===== config.mk =====
export PLATFORM = sky130hd
export DESIGN_NAME = cio_top
export DESIGN_NICKNAME = d
export VERILOG_FILES = /design/src/rtl/cio_pkg.sv /design/src/rtl/cio_top.sv /design/src/rtl/cio_sync.sv /design/src/rtl/cio_tone.sv
export VERILOG_INCLUDE_DIRS = /design/src /design/src/rtl
export SDC_FILE = /design/constraint.sdc
export NUM_CORES = 1
export LEC_CHECK = 0
export BUFFER_PORTS_ARGS = -buffer_cell sky130_fd_sc_hd__buf_2
export CORE_ASPECT_RATIO = 1.1
export CORE_MARGIN = 2
export CORE_UTILIZATION = 40
export DETAILED_ROUTE_END_ITERATION = 10
export PLACE_DENSITY = 0.73
export SYNTH_ARGS = -nofsm -noshare
export SYNTH_HDL_FRONTEND = slang
export SYNTH_SLANG_ARGS = --single-unit

===== constraint.sdc =====
create_clock -name clock -period 3.9 [get_ports clock]
set_input_delay 0.39 -clock clock [delete_from_list [all_inputs] [get_ports clock]]
set_output_delay 0.39 -clock clock [all_outputs]
set_load 0.02 [all_outputs]

===== src/rtl/cio_consts.svh =====
`ifndef CIO_CONSTS_SVH
`define CIO_CONSTS_SVH

// pad indices within the pad vector
`define CIO_PAD_JAM 0
`define CIO_PAD_SYNC 1
`define CIO_PAD_VIN 2
`define CIO_PAD_INH 3
`define CIO_PAD_MON 4
`define CIO_PAD_WAKE 5
`define CIO_PAD_TONE 6
`define CIO_PAD_VOUT 7
`define CIO_PAD_VCLK 8
`define CIO_NPADS 9

// mode encodings
`define CIO_MODE_IN 2'h0
`define CIO_MODE_OUT 2'h1
`define CIO_MODE_ALT 2'h2

// clock rate and transmit-monitor timing
`define CIO_CLK_HZ 20000000
`define CIO_MON_LEAD_MS 300
`define CIO_MON_TRAIL_MIN_MS 500
`define CIO_MON_TRAIL_MAX_MS 1000
`define CIO_MON_LEAD_CYC ((`CIO_MON_LEAD_MS * (`CIO_CLK_HZ / 1000)))
`define CIO_MON_TRAIL_CYC ((`CIO_MON_TRAIL_MIN_MS * (`CIO_CLK_HZ / 1000)))
`define CIO_CNT_W 25

// tone divider default half period in cycles
`define CIO_TONE_HALF 10000

`endif


===== src/rtl/cio_pkg.sv =====
`include "cio_consts.svh"

package cio_pkg;
    typedef logic [1:0] cio_mode_t;

    typedef struct packed {
        logic [`CIO_NPADS-1:0] o;
        logic [`CIO_NPADS-1:0] oe;
    } cio_pad_drive_s;

    typedef enum logic [1:0] {
        CIO_MON_IDLE,
        CIO_MON_LEAD,
        CIO_MON_ACTIVE,
        CIO_MON_TRAIL
    } cio_mon_e;
endpackage : cio_pkg


===== src/rtl/cio_top.sv =====
`include "cio_consts.svh"

// Functional notes
// - every pad is in exactly one of input, output or alternate mode at a time.
// - an input-mode pad is read-only and reads the level on the pad.
// - an output-mode pad drives the written level, and a query returns that value.
// - an alternate-mode pad is driven or sampled by its internal function, not the user path.
// - the jam flag pad offers input, output and jamming detect output.
// - the transmit inhibit pad offers input, output and transmission control input.
// - the transmit monitor pad offers input, output and transmit activity output.
// - the wake alert pad offers input, output and alarm output.
// - the tone pad offers input, output and square-wave buzzer output.
// - the four voice pads carry audio transmit, receive, frame sync and clock as alternate use.
// - every pad comes up in input mode after reset.
// - during reset the pads other than wake alert are undefined.
// - the wake alert pad is held high throughout reset.
// - in alternate mode a low transmit inhibit pad suppresses transmission.
// - the transmit monitor rises 300ms before the first burst and falls 500ms to 1s after the last.
// - the alarm output rises when the alarm starts and stays high until cleared.
module cio_top (
    input wire logic clock, // 20 MHz system clock
    input wire logic resetn, // asynchronous reset, active low
    input wire logic [`CIO_NPADS-1:0] pad_i, // pad input levels
    output cio_pkg::cio_pad_drive_s pad_drv, // pad output levels and enables
    input wire logic [`CIO_NPADS-1:0] mode_wr, // pulse: load new mode for pad
    input wire logic [2*`CIO_NPADS-1:0] mode_wdata, // two bits per pad
    output logic [2*`CIO_NPADS-1:0] mode_q, // current mode per pad
    input wire logic [`CIO_NPADS-1:0] out_wr, // pulse: write output value
    input wire logic [`CIO_NPADS-1:0] out_wdata, // value to write
    output logic [`CIO_NPADS-1:0] out_q, // written output values
    output logic [`CIO_NPADS-1:0] in_level_q, // synchronised pad levels
    input wire logic jam_detect, // jamming detect from firmware
    input wire logic tx_request, // firmware wants to transmit
    output logic tx_enable_q, // transmit allowed now
    output logic tx_inhibited, // transmission held off by inhibit pad
    input wire logic alarm_start, // pulse: alarm begins
    input wire logic alarm_clear, // pulse: clearing command
    output logic alarm_q, // alarm output state
    input wire logic tone_on, // firmware buzzer request
    input wire logic [15:0] tone_half, // buzzer half period in cycles
    input wire logic voice_out_data, // audio transmit bit
    input wire logic voice_frame_sync, // audio frame sync
    input wire logic voice_clk, // audio bit clock
    output logic voice_in_data // synchronised audio receive bit
);
    import cio_pkg::*;

    localparam int unsigned LEAD_CYC = `CIO_MON_LEAD_CYC;
    localparam int unsigned TRAIL_CYC = `CIO_MON_TRAIL_CYC;

    logic rst_a_q;
    logic rst_n;
    logic [`CIO_NPADS-1:0] in_lvl;
    logic [2*`CIO_NPADS-1:0] mode_d;
    logic [`CIO_NPADS-1:0] out_d;
    logic [`CIO_NPADS-1:0] alt_o;
    logic [`CIO_NPADS-1:0] alt_oe;
    logic [`CIO_NPADS-1:0] drv_o_d;
    logic [`CIO_NPADS-1:0] drv_oe_d;
    cio_pad_drive_s drv_q;
    logic alarm_d;
    logic tone_wave;
    logic inhibit_n;
    cio_mon_e mon_q;
    cio_mon_e mon_d;
    logic [`CIO_CNT_W-1:0] mon_cnt_q;
    logic [`CIO_CNT_W-1:0] mon_cnt_d;
    logic tx_en_d;
    logic mon_out;

    // decode the mode field of one pad
    function automatic cio_mode_t pad_mode(input logic [2*`CIO_NPADS-1:0] m, input int idx);
        pad_mode = m[2*idx +: 2];
    endfunction : pad_mode

    // reset release through two flops; assertion stays asynchronous
    always_ff @(posedge clock or negedge resetn)
    begin
        if (!resetn)
        begin
            rst_a_q <= 1'b0;
            rst_n <= 1'b0;
        end
        else
        begin
            rst_a_q <= 1'b1;
            rst_n <= rst_a_q;
        end
    end

    // every pad input is synchronised before anyone looks at it
    genvar gi;
    generate
        for (gi = 0; gi < `CIO_NPADS; gi++)
        begin : g_sync
            cio_sync u_sync (
                .clock(clock),
                .rst_n(rst_n),
                .pad_in(pad_i[gi]),
                .level_q(in_lvl[gi])
            );
        end
    endgenerate

    cio_tone u_tone (
        .clock(clock),
        .rst_n(rst_n),
        .enable(tone_on),
        .half_period(tone_half),
        .wave_q(tone_wave)
    );

    // mode and output registers; an unsupported code keeps the old mode
    always_comb
    begin
        mode_d = mode_q;
        out_d = out_q;
        for (int i = 0; i < `CIO_NPADS; i++)
        begin
            if (mode_wr[i] && (mode_wdata[2*i +: 2] != 2'h3))
            begin
                mode_d[2*i +: 2] = mode_wdata[2*i +: 2];
            end
            // writes are taken in any mode but drive only in output mode
            if (out_wr[i])
            begin
                out_d[i] = out_wdata[i];
            end
        end
    end

    // alarm latch: start wins over a clear in the same cycle
    always_comb
    begin
        alarm_d = alarm_q;
        if (alarm_clear)
        begin
            alarm_d = 1'b0;
        end
        if (alarm_start)
        begin
            alarm_d = 1'b1;
        end
    end

    // inhibit only counts when the pad is in its alternate mode
    assign inhibit_n = (pad_mode(mode_q, `CIO_PAD_INH) == `CIO_MODE_ALT) ? in_lvl[`CIO_PAD_INH] : 1'b1;
    assign tx_inhibited = ~inhibit_n;

    // transmit monitor: hold transmit back for the lead time so the pad is
    // already high 300ms before the first burst; trail keeps it high afterwards
    always_comb
    begin
        mon_d = mon_q;
        mon_cnt_d = mon_cnt_q;
        tx_en_d = 1'b0;
        case (mon_q)
            CIO_MON_IDLE:
            begin
                if (tx_request && inhibit_n)
                begin
                    mon_d = CIO_MON_LEAD;
                    mon_cnt_d = `CIO_CNT_W'(LEAD_CYC - 1);
                end
            end
            CIO_MON_LEAD:
            begin
                if (!tx_request || !inhibit_n)
                begin
                    mon_d = CIO_MON_TRAIL;
                    mon_cnt_d = `CIO_CNT_W'(TRAIL_CYC - 1);
                end
                else if (mon_cnt_q == '0)
                begin
                    mon_d = CIO_MON_ACTIVE;
                    tx_en_d = 1'b1;
                end
                else
                begin
                    mon_cnt_d = mon_cnt_q - `CIO_CNT_W'(1);
                end
            end
            CIO_MON_ACTIVE:
            begin
                if (tx_request && inhibit_n)
                begin
                    tx_en_d = 1'b1;
                end
                else
                begin
                    mon_d = CIO_MON_TRAIL;
                    mon_cnt_d = `CIO_CNT_W'(TRAIL_CYC - 1);
                end
            end
            CIO_MON_TRAIL:
            begin
                if (tx_request && inhibit_n)
                begin
                    mon_d = CIO_MON_ACTIVE;
                    tx_en_d = 1'b1;
                end
                else if (mon_cnt_q == '0)
                begin
                    mon_d = CIO_MON_IDLE;
                end
                else
                begin
                    mon_cnt_d = mon_cnt_q - `CIO_CNT_W'(1);
                end
            end
            default:
            begin
                mon_d = CIO_MON_IDLE;
            end
        endcase
    end

    assign mon_out = (mon_q != CIO_MON_IDLE);

    // alternate-function sources per pad; inputs-only functions leave oe low
    always_comb
    begin
        alt_o = '0;
        alt_oe = '0;
        alt_o[`CIO_PAD_JAM] = jam_detect;
        alt_oe[`CIO_PAD_JAM] = 1'b1;
        alt_o[`CIO_PAD_MON] = mon_out;
        alt_oe[`CIO_PAD_MON] = 1'b1;
        alt_o[`CIO_PAD_WAKE] = alarm_q;
        alt_oe[`CIO_PAD_WAKE] = 1'b1;
        alt_o[`CIO_PAD_TONE] = tone_wave;
        alt_oe[`CIO_PAD_TONE] = 1'b1;
        alt_o[`CIO_PAD_VOUT] = voice_out_data;
        alt_oe[`CIO_PAD_VOUT] = 1'b1;
        alt_o[`CIO_PAD_SYNC] = voice_frame_sync;
        alt_oe[`CIO_PAD_SYNC] = 1'b1;
        alt_o[`CIO_PAD_VCLK] = voice_clk;
        alt_oe[`CIO_PAD_VCLK] = 1'b1;
        // in alternate mode the inhibit and voice receive pads are sampled, not driven
    end

    // pad drive selection by mode; input mode releases the pad
    always_comb
    begin
        drv_o_d = '0;
        drv_oe_d = '0;
        for (int i = 0; i < `CIO_NPADS; i++)
        begin
            case (pad_mode(mode_q, i))
                `CIO_MODE_OUT:
                begin
                    drv_o_d[i] = out_q[i];
                    drv_oe_d[i] = 1'b1;
                end
                `CIO_MODE_ALT:
                begin
                    drv_o_d[i] = alt_o[i];
                    drv_oe_d[i] = alt_oe[i];
                end
                default:
                begin
                    drv_o_d[i] = 1'b0;
                    drv_oe_d[i] = 1'b0;
                end
            endcase
        end
    end

    // registers; wake alert pad driven high during reset, others released
    always_ff @(posedge clock or negedge rst_n)
    begin
        if (!rst_n)
        begin
            mode_q <= '0;
            out_q <= '0;
            alarm_q <= 1'b0;
            mon_q <= CIO_MON_IDLE;
            mon_cnt_q <= '0;
            tx_enable_q <= 1'b0;
            drv_q.o <= `CIO_NPADS'(1) << `CIO_PAD_WAKE;
            drv_q.oe <= `CIO_NPADS'(1) << `CIO_PAD_WAKE;
            in_level_q <= '0;
            voice_in_data <= 1'b0;
        end
        else
        begin
            mode_q <= mode_d;
            out_q <= out_d;
            alarm_q <= alarm_d;
            mon_q <= mon_d;
            mon_cnt_q <= mon_cnt_d;
            tx_enable_q <= tx_en_d;
            drv_q.o <= drv_o_d;
            drv_q.oe <= drv_oe_d;
            in_level_q <= in_lvl;
            voice_in_data <= in_lvl[`CIO_PAD_VIN];
        end
    end

    assign pad_drv = drv_q;
endmodule : cio_top


===== src/rtl/cio_sync.sv =====
// three-flop pad synchroniser; value changes once stages two and three agree
module cio_sync (
    input wire logic clock, // system clock
    input wire logic rst_n, // synchronised reset, active low
    input wire logic pad_in, // raw pad level
    output logic level_q // filtered synchronous level
);
    logic s1_q;
    logic s2_q;
    logic s3_q;
    logic level_d;

    // accept new level only when the last two stages match
    always_comb
    begin
        level_d = (s2_q == s3_q) ? s3_q : level_q;
    end

    always_ff @(posedge clock or negedge rst_n)
    begin
        if (!rst_n)
        begin
            s1_q <= 1'b0;
            s2_q <= 1'b0;
            s3_q <= 1'b0;
            level_q <= 1'b0;
        end
        else
        begin
            s1_q <= pad_in;
            s2_q <= s1_q;
            s3_q <= s2_q;
            level_q <= level_d;
        end
    end
endmodule : cio_sync


===== src/rtl/cio_tone.sv =====
// square-wave source for the tone pad
module cio_tone (
    input wire logic clock, // system clock
    input wire logic rst_n, // synchronised reset, active low
    input wire logic enable, // run the tone
    input wire logic [15:0] half_period, // half period in cycles, 0 treated as 1
    output logic wave_q // square wave
);
    logic [15:0] cnt_q;
    logic [15:0] cnt_d;
    logic wave_d;

    // count down half periods, toggle at zero; idle low when disabled
    always_comb
    begin
        cnt_d = cnt_q;
        wave_d = wave_q;
        if (!enable)
        begin
            cnt_d = 16'h0000;
            wave_d = 1'b0;
        end
        else if (cnt_q == 16'h0000)
        begin
            cnt_d = (half_period == 16'h0000) ? 16'h0000 : half_period - 16'h0001;
            wave_d = ~wave_q;
        end
        else
        begin
            cnt_d = cnt_q - 16'h0001;
        end
    end

    always_ff @(posedge clock or negedge rst_n)
    begin
        if (!rst_n)
        begin
            cnt_q <= 16'h0000;
            wave_q <= 1'b0;
        end
        else
        begin
            cnt_q <= cnt_d;
            wave_q <= wave_d;
        end
    end
endmodule : cio_tone


==> flow_metrics.tcl, run 1 <==
set metrics [dict create \
    status "finished clean" \
    initial_core_util 0.409 \
    grt_pass1_vias 5131 \
    p_int_mw 2.98 \
    p_comb_frac 0.232 \
    clockRootBuffer "clkbuf_16" \
    cap_violations 0 \
    grt.total_usage 0.168 \
    layout-drive-gt1-share 0.254 \
    drt-pass1-iter-count 4 \
    cts_tree "done" \
    cts_buffers 17 \
    wl_per_cell_um 13.9 \
    io_pins 138 \
    cts_buffer_depth 2 \
    total_power_mw 4.36 \
    final_cell_mix "137 x buf_2, 135 x dfrtp_1, 78 x nor2_1" \
    place_hpwl_um 9640 \
    grt_pass1_wl_um 23300 \
    synth_cell_types 73 \
    setup-violations-final 0 \
    cp-end-kind "flip-flop" \
    antenna_found_initial 0 \
    hold_class "primary input to flip-flop" \
    final_common_cell "buf_2" \
    worst_pin_slew_ns 1.13 \
    synthesis.nets 715 \
    numPortBuffers 137 \
    route.detailed.drc 0 \
    grt_max_degree 80 \
    overflow 0 \
    skew_ns 0.00701 \
    p_leak_nw 3.58 \
    num_rows 48 \
    async_reset_ff_frac 1.00 \
    slowest_delay_ns 0.56 \
    yosys_warnings 0 \
    worstPathArrival_ns 3.13 \
    clk_pin_slew_ns 0.06 \
    switching_power_mw 1.38 \
    synth_edf_count 0 \
    power_frac_seq 0.419 \
    nFillCells 1436 \
    ff_latch_area_um2 3460 \
    slowest_stage "nand3_1" \
    core_area_um2 15700 \
    min_period_over_period 0.726 \
    setup_total_negative_slack_ns 0 \
    criticalPathCategory "flip-flop to flip-flop" \
    syn_inst 616 \
    syn_area_per_cell_um2 10.4 \
    slew_headroom 0.249 \
    drv_slew 0 \
    fin_crit_ns 2.83 \
    routed_wirelength_um 13500 \
    rsz0062_at_grt "false" \
    vdd_ir_drop_max_v 0.000391 \
    dieWidth_um 125 \
    place_congestion 0.904 \
    finalHoldViolations 0 \
    ys_seq_area_frac 0.537 \
    die_area_um2 17100 \
    die_y_um 137 \
    syn_area_um2 6430 \
    cp_cell_sequence "inv_1, ha_1, nor4b_1, and4_1, nand3_1, or3_1, a21boi_1" \
    vias_per_cell 5.32 \
    htree_levels 4 \
    pwr-share-clk 0.349 \
    drt_iter0_drc 292 \
    critPathTopFamily "simple AND/OR/NAND/NOR gates" \
    clock-sinks 138 \
    vias 5155 \
    multiInputGateArea_um2 2750 \
    final_util 0.501 \
    cp-start-kind "flip-flop" \
    synth-main-ff-cell "dfrtp_1" \
    clk_latency_ns 0.42 \
    crit_buf_inv 1 \
    worst-endpoint-required_ns 4.19 \
    antenna_left 0 \
    ys_ff_latch 138 \
    fmax_ghz 0.353 \
    path_max_fanout 21 \
    swShare 0.317 \
    antennaDiodeCount 0 \
    synthToLayoutAreaGrowth_pct 22.5 \
    cts_resized 0 \
    finalNetCount 855 \
    post-cts-setup-buffers 0 \
    power-per-cell-area_nw_per_um2 553 \
]
-- path summary, 6_finish.rpt --
check	to	from	slack, ns	depth (start not counted)
max in group asynchronous	pad_drv[14]	rst_n	2.50	1
min	g_sync[7].u_sync.s1_q	pad_i[7]	0.08	1
min in group asynchronous	rst_a_q	resetn	0.29	2
max reg2reg	mon_q[1]	mon_cnt_q[0]	1.07	7
min reg2reg	g_sync[5].u_sync.s2_q	g_sync[5].u_sync.s1_q	0.34	0
max	mon_q[1]	mon_cnt_q[0]	1.07	7
-- what timing repair did --
item / in CTS / in global routing
hold buffers: 1 / 0
endpoints found under the setup margin: 0 / 0
hold endpoints to repair: 2 / 0
-- registers in the layout, summed over array words and instances (netlist names) --
signal                 flops
alarm_q                    1
g_sync.u_sync.level_q      9
g_sync.u_sync.s1_q         9
g_sync.u_sync.s2_q         9
g_sync.u_sync.s3_q         9
in_level_q                 9
mode_q                    18
mon_cnt_q                 25
mon_q                      2
out_q                      9
pad_drv                   18
rst_a_q                    1
rst_n                      1
tx_enable_q                1
u_tone.cnt_q              16
u_tone.wave_q              1
-- through the flow --
step	setup slack, ns	hold WS [ns]	std cells	area, µm²
after floorplan	1.61	0.0944	616	6430
after global placement	1.21	0.176	936	7310
after detailed placement	1.10	0.179	936	7310
after CTS	1.13	0.0570	969	7880
after global routing	0.868	0.0618	969	7880
final	1.07	0.0759	969	7880
-- synth_stat cells (9+ instances only) --
| library cell | instances | area [µm²] |
|---|---|---|
| dfrtp_1 | 136 | 3400 |
| nand2_1 | 30 | 113 |
| ha_1 | 19 | 238 |
| xnor2_1 | 12 | 105 |
| o21ai_0 | 18 | 90.1 |
| o21ai_1 | 9 | 45.0 |
| xor2_1 | 14 | 123 |
| a31oi_1 | 9 | 56.3 |
| clkbuf_1 | 12 | 45.0 |
| nand4_1 | 11 | 68.8 |
| nor2b_1 | 22 | 138 |
| or3_1 | 9 | 56.3 |
| mux2_2 | 10 | 113 |
| nor3_1 | 19 | 95.1 |
| nand3_1 | 12 | 60.1 |
| inv_1 | 37 | 139 |
| maj3_1 | 9 | 90.1 |
| nor2_1 | 78 | 293 |
| a21oi_1 | 11 | 55.1 |
| nor4_1 | 15 | 93.8 |
-- area by class of cell --
class,instances,share of cell area
inverter,38,0.0181
multi-input combinational,422,0.349
clock buffer,20,0.0567
tap,200,0.0317
sequential,138,0.439
timing repair buffer,139,0.0908
clock inverter,12,0.0148
-- cells by family after synthesis --
kind of cell | after synthesis | share of synthesized area
fa+ha+maj | 28 | 0.0510
flops | 138 | 0.537
compound gates | 104 | 0.109
xor+xnor | 26 | 0.0354
buf+inv | 56 | 0.0350
mux | 11 | 0.0191
simple gates | 252 | 0.213
other cells | 1 | 0.000583
-- layer usage --
layer | GRT usage | part of all wire | vias to the layer above
li1 | - | - | 2484
met1 | 0.194 | 0.41 | 2455
met2 | 0.291 | 0.49 | 185
met3 | 0.0457 | 0.067 | 31
met4 | 0.0821 | 0.027 | 0
met5 | 0 | 0 | -
-- power by group through the flow --
stage                     logic (mW)  clock network [mW]  registers (mW)
final                           1.01                1.52            1.83
after global routing            1.14                1.62            1.86
after CTS                       1.02                1.55            1.83
after detailed placement        1.01                   0            1.85
after global placement         0.993                   0            1.84
after floorplan                0.662                   0            1.90
Note: power is estimated with default switching activity, not from simulation.
==> run 2, diff against run 1 <==
==> constraint.sdc (replaced) <==
create_clock -name clock -period 2.6 [get_ports clock]
set_input_delay 0.26 -clock clock [delete_from_list [all_inputs] [get_ports clock]]
set_output_delay 0.26 -clock clock [all_outputs]
set_load 0.02 [all_outputs]
==> run 2 against run 1 <==
Effect of this change:
- critical path depth is 2 higher
- sequential share of layout area is 1.4 points lower
- combinational power is 59% higher
- maximum frequency is 22% higher
- cell area is 3.3% higher
- highest routed layer unchanged
==> flow_metrics.tcl, run 2 (synthesis results as in run 1) <==
set metrics [dict create \
    drt-pass1-iter-count 5 \
    pwr-share-clk 0.365 \
    path_common_cell "buf_4" \
    die_area_um2 17100 \
    rsz0062_at_grt "false" \
    status "finished clean" \
    largest_reg_flops 25 \
    cts_tree "done" \
    crit_buf_inv 3 \
    synthToLayoutAreaGrowth_pct 26.6 \
    min_period_over_period 0.893 \
    setup-violations-final 0 \
    worstPathArrival_ns 2.59 \
    power-per-cell-area_nw_per_um2 836 \
    initial_core_util 0.409 \
    place_congestion 0.903 \
    largest_register "mon_cnt_q" \
    dieWidth_um 125 \
    p_int_mw 4.71 \
    vias_per_cell 5.23 \
    drv_slew 0 \
    overflow 0 \
    cp-end-kind "flip-flop" \
    cap_violations 0 \
    cts_buffers 17 \
    numPortBuffers 137 \
    final_common_cell "buf_2" \
    setup_ws_ns 0.279 \
    fin_cells 994 \
    power_frac_seq 0.399 \
    grt_pass1_vias 5102 \
    route.detailed.drc 0 \
    die_y_um 137 \
    holdPathEnd "alarm_q" \
    drt_iter0_drc 293 \
    antennaDiodeCount 0 \
    rrSetupSlack_ns 0.28 \
    cp_num_cells 9 \
    setup_total_negative_slack_ns 0 \
    switching_power_mw 2.10 \
    swShare 0.308 \
    num_rows 48 \
    io_pins 138 \
    finalNetCount 881 \
    p_comb_frac 0.236 \
    cts_buffer_depth 2 \
    finalHoldViolations 0 \
    slowest_delay_ns 0.40 \
    grt_max_degree 78 \
    final_cell_mix "137 x buf_2, 135 x dfrtp_1, 78 x nor2_1" \
    grt_pass1_wl_um 24000 \
    criticalPathCategory "flip-flop to flip-flop" \
    reg2reg_from "mon_cnt_q[0]" \
    worst_pin_slew_ns 0.605 \
    r2r.worst_path.cells 9 \
    antenna_left 0 \
    htree_levels 4 \
    vias 5194 \
    place_inst 953 \
    core_area_um2 15700 \
    fin_crit_ns 2.32 \
    post-cts-setup-buffers 0 \
    worst-endpoint-required_ns 2.87 \
    skew_ns 0.00800 \
    clock-sinks 138 \
    place_hpwl_um 10000 \
    routed_wirelength_um 14000 \
    p_leak_nw 3.73 \
    cp_cell_sequence "inv_1, ha_1, nor4b_1, buf_4, nand4_1, nor3_4, buf_4, or4_1, nand3_1" \
    antenna_found_initial 0 \
    layout-drive-gt1-share 0.267 \
    critPathTopFamily "simple AND/OR/NAND/NOR gates" \
    post-place-ws_ns 0.297 \
    slowest_stage "dfrtp_1" \
    cp-start-kind "flip-flop" \
    clk_pin_slew_ns 0.06 \
    clockRootBuffer "clkbuf_16" \
    hold_class "primary input to flip-flop" \
    grt.total_usage 0.174 \
    clk_latency_ns 0.42 \
    slew_headroom 0.593 \
    vdd_ir_drop_max_v 0.000551 \
    reg2reg_to "mon_cnt_q[10]" \
    wl_per_cell_um 14.1 \
    fmax_ghz 0.431 \
    min_from "alarm_start" \
    holdPathStages 2 \
    path_max_fanout 12 \
]
run 2: cell types whose count changed in the layout (fill, tap and decap cells not counted), sizes merged:
| cell | change |
|---|---|
| dlygate4sd3 | +9 |
| clkinvlp | -3 |
| clkbuf | -1 |
| bufinv | +2 |
| clkinv | +1 |
| buf | +17 |
run 2: worst reg2reg max path, delay by kind of cell, from the launching register on:
family	cells	cell delay, ns
flip-flops	1	0.40
adder cells (fa/ha/maj)	1	0.21
AND/OR/NAND/NOR	5	1.07
buffers and inverters	3	0.51
run 2: area by class of cell:
cell class	instances	area (µm²)
clock buffer	19	443
fill	1399	7590
inverter	38	143
timing repair buffer	165	933
multi-input combinational	422	2750
sequential	138	3460
clock inverter	12	166
tap	200	250
run 2: how the worst max path moves through the flow:
stage | endpoint | slack [ns] | startpoint
final | mon_cnt_q[10] | 0.28 | mon_cnt_q[0]
after global placement | mon_cnt_q[23] | 0.34 | mon_cnt_q[0]
after floorplan | alarm_q | 0.31 | rst_n
after detailed placement | mon_cnt_q[10] | 0.30 | mon_cnt_q[0]
after CTS | mon_cnt_q[10] | 0.29 | mon_cnt_q[0]
after global routing | mon_cnt_q[10] | 0.13 | mon_cnt_q[0]
run 2: metal layers:
layer,GRT usage,routed length [µm]
met1,0.210,5980
met5,0,0
met2,0.294,6820
met3,0.0481,827
met4,0.0741,343
run 2: power groups by stage:
stage          Combinational [mW]  Clock (mW)  Sequential [mW]
2_1_floorplan               0.993           0             2.86
3_3_place_gp                 1.57           0             2.74
3_5_place_dp                 1.60           0             2.75
4_1_cts                      1.62        2.54             2.72
5_1_grt                      1.81        2.62             2.77
6_report                     1.61        2.48             2.72
run 2: through the flow:
stage,hold WS [ns],util,power (mW),cell area [µm²]
6_report,0.0285,0.518,6.81,8150
5_1_grt,0.0195,0.518,7.21,8150
4_1_cts,0.00567,0.518,6.87,8150
3_5_place_dp,0.0463,0.473,4.35,7440
3_3_place_gp,0.0458,0.473,4.31,7440
2_1_floorplan,-0.0356,-,3.85,6430
run 2: timing repair:
item,in CTS,in global routing
hold buffers,10,0
gates resized for setup,0,0
endpoints found under the hold margin,11,0
==> run 3, diff against run 2 <==
--- a/config.mk
+++ b/config.mk
@@ -14,4 +14,5 @@
 export PLACE_DENSITY = 0.73
 export SYNTH_ARGS = -nofsm -noshare
 export SYNTH_HDL_FRONTEND = slang
+export SYNTH_HIERARCHICAL = 1
 export SYNTH_SLANG_ARGS = --single-unit
==> run 3 against run 2 <==
Effect of this change:
- synthesized cell count increased by 0.49%
- via count grew 3.2%
- cell area increased by 1.9%
- wire length rose by 5.2%
- global-route usage grew 0.19 points
- critical endpoint is now mon_cnt_q[17]
- largest cell class unchanged
==> flow_metrics.tcl, run 3 <==
set metrics [dict create \
    final_util 0.513 \
    vdd_ir_drop_max_v 0.000559 \
    total_power_mw 6.89 \
    yosys_warnings 6 \
    worst-endpoint-required_ns 2.90 \
    grt_pass1_vias 5269 \
    finalNetCount 893 \
    dieWidth_um 126 \
    power-per-cell-area_nw_per_um2 830 \
    final_common_cell "buf_2" \
    antenna_left 0 \
    grt.total_usage 0.176 \
    ys_ff_latch 138 \
    synth_edf_count 0 \
    async_reset_ff_frac 1.00 \
    synthesis.nets 717 \
    ys_top_cells_by_count "136 x dfrtp_1, 77 x nor2_1, 35 x inv_1" \
    cp-start-kind "flip-flop" \
    drv_slew 0 \
    path_max_fanout 6 \
    synth-main-ff-cell "dfrtp_1" \
    initial_core_util 0.405 \
    largest_reg_flops 25 \
    skew_ns 0.0104 \
    fin_area_um2 8300 \
    vias 5359 \
    setup_ws_ns 0.147 \
    layout-drive-gt1-share 0.303 \
    clk_pin_slew_ns 0.06 \
    yosys.area.top_type_share 0.519 \
    place_congestion 0.940 \
    fin_crit_ns 2.45 \
    rsz0062_at_grt "false" \
    io_pins 138 \
    route.detailed.drc 0 \
    syn_inst 619 \
    vias_per_cell 5.30 \
    overflow 0 \
    fmax_ghz 0.408 \
    finalHoldViolations 0 \
    drt-pass1-iter-count 5 \
    ys_top_cells_by_area "dfrtp_1 52%, nor2_1 4.4%, ha_1 3.4%, nor2b_1 2.2%, inv_1 2.0%" \
    cp_cell_sequence "or4_4, or4_4, o41ai_4, nor2_1, o32a_1" \
    worstPathArrival_ns 2.76 \
    grt_max_degree 55 \
    grt_pass1_wl_um 25100 \
    place_hpwl_um 10500 \
    cap_violations 0 \
    syn_area_per_cell_um2 10.6 \
    nFillCells 1502 \
    post-place-ws_ns 0.159 \
    largest_register "mon_cnt_q" \
    die_y_um 138 \
    clk_latency_ns 0.42 \
    wl_per_cell_um 14.5 \
    cts_tree "done" \
    cp-end-kind "flip-flop" \
    criticalPathCategory "flip-flop to flip-flop" \
    slew_headroom 0.524 \
    synthToLayoutAreaGrowth_pct 26.6 \
    critPathTopFamily "simple AND/OR/NAND/NOR gates" \
    synth_cell_types 74 \
    post-synth-top-count-cell "dfrtp_1" \
    antenna_found_initial 0 \
    cts_buffers 17 \
    worst_pin_slew_ns 0.713 \
    slowest_stage "or4_4" \
    p_leak_nw 3.77 \
    htree_levels 4 \
    min_period_over_period 0.943 \
    clockRootBuffer "clkbuf_16" \
    syn_area_um2 6560 \
    final_cell_mix "137 x buf_2, 135 x dfrtp_1, 77 x nor2_1" \
    slowest_delay_ns 0.56 \
    core_area_um2 16200 \
    hold_class "primary input to flip-flop" \
    dpl-instance-area_um2 7620 \
    path_common_cell "or4_4" \
    drt_iter0_drc 282 \
    crit_buf_inv 0 \
    status "finished clean" \
    cts_buffer_depth 2 \
    antennaDiodeCount 0 \
    clock-sinks 138 \
    cts_hold_buf 10 \
    die_area_um2 17400 \
    ys_seq_area_frac 0.527 \
    post-synth-top-area-cell "dfrtp_1" \
    setup-violations-final 0 \
    setup_total_negative_slack_ns 0 \
    num_rows 49 \
    cts_resized 0 \
    routed_wirelength_um 14700 \
    post-cts-setup-buffers 0 \
    numPortBuffers 137 \
]
-- run 3: changes by cell type after synthesis, sizes merged, moves of 5 or more --
cell / change
o21a: +7
nand2: -5
nand3: +12
o21ai: -7
nor3: +9
nand4: -6
xor2: -5
-- run 3: path summary, 6_finish.rpt --
path / end / startpoint / slack [ns] / cells after the start
worst max register to register: mon_cnt_q[17] / mon_cnt_q[13] / 0.15 / 5
min in group asynchronous: rst_n / resetn / 0.16 / 2
worst min register to register: g_sync[4].u_sync/s1_q / rst_n / 0.31 / 0
worst max-delay path: mon_cnt_q[17] / mon_cnt_q[13] / 0.15 / 5
worst min-delay path: alarm_q / alarm_start / 0.03 / 2
max in group asynchronous: pad_drv[5] / rst_n / 1.56 / 1
-- run 3: cell families after synthesis --
logic type,Yosys count,synth area share
fa+ha+maj,27,0.0498
xor+xnor,22,0.0294
buf+inv,58,0.0416
other cells,1,0.000572
compound gates,108,0.118
mux,14,0.0233
simple gates,251,0.210
flops,138,0.527
-- run 3: area by class of cell --
cell class,count,area (µm²),area share
inverters,36,135,0.0163
repair buffers,179,1040,0.125
clock buffers,19,453,0.0546
multi-input cells,423,2830,0.341
well taps,204,255,0.0308
flip-flops and latches,138,3460,0.417
clock inverters,13,130,0.0157
-- run 3: metrics by stage --
stage / cells / hold WS (ns)
after CTS: 1012 / 0.00796
after floorplan: 619 / -0.0356
final: 1012 / 0.0263
after global routing: 1012 / 0.0369
after global placement: 970 / 0.0460
after detailed placement: 970 / 0.0471
-- run 3: power by group --
part | internal [mW] | switching, mW | total, mW | leakage (nW)
clock | 1.39 | 0.986 | 2.38 | 0.291
combinational | 0.809 | 0.963 | 1.77 | 1.83
sequential | 2.45 | 0.282 | 2.73 | 1.65
total | 4.65 | 2.23 | 6.89 | 3.77
-- run 3: worst reg2reg max path, cell delays in order, from the launching register on --
cell and delay, ns:
dfrtp_1 0.42, or4_4 0.56, or4_4 0.53, o41ai_4 0.45, nor2_1 0.08, o32a_1 0.29
-- run 3: per-layer routing --
layer	vias to the layer above	global-route usage	part of all wire
met5	-	0	0
met4	0	0.0787	0.027
met3	31	0.0480	0.056
met2	172	0.277	0.48
met1	2584	0.227	0.44
li1	2572	-	-
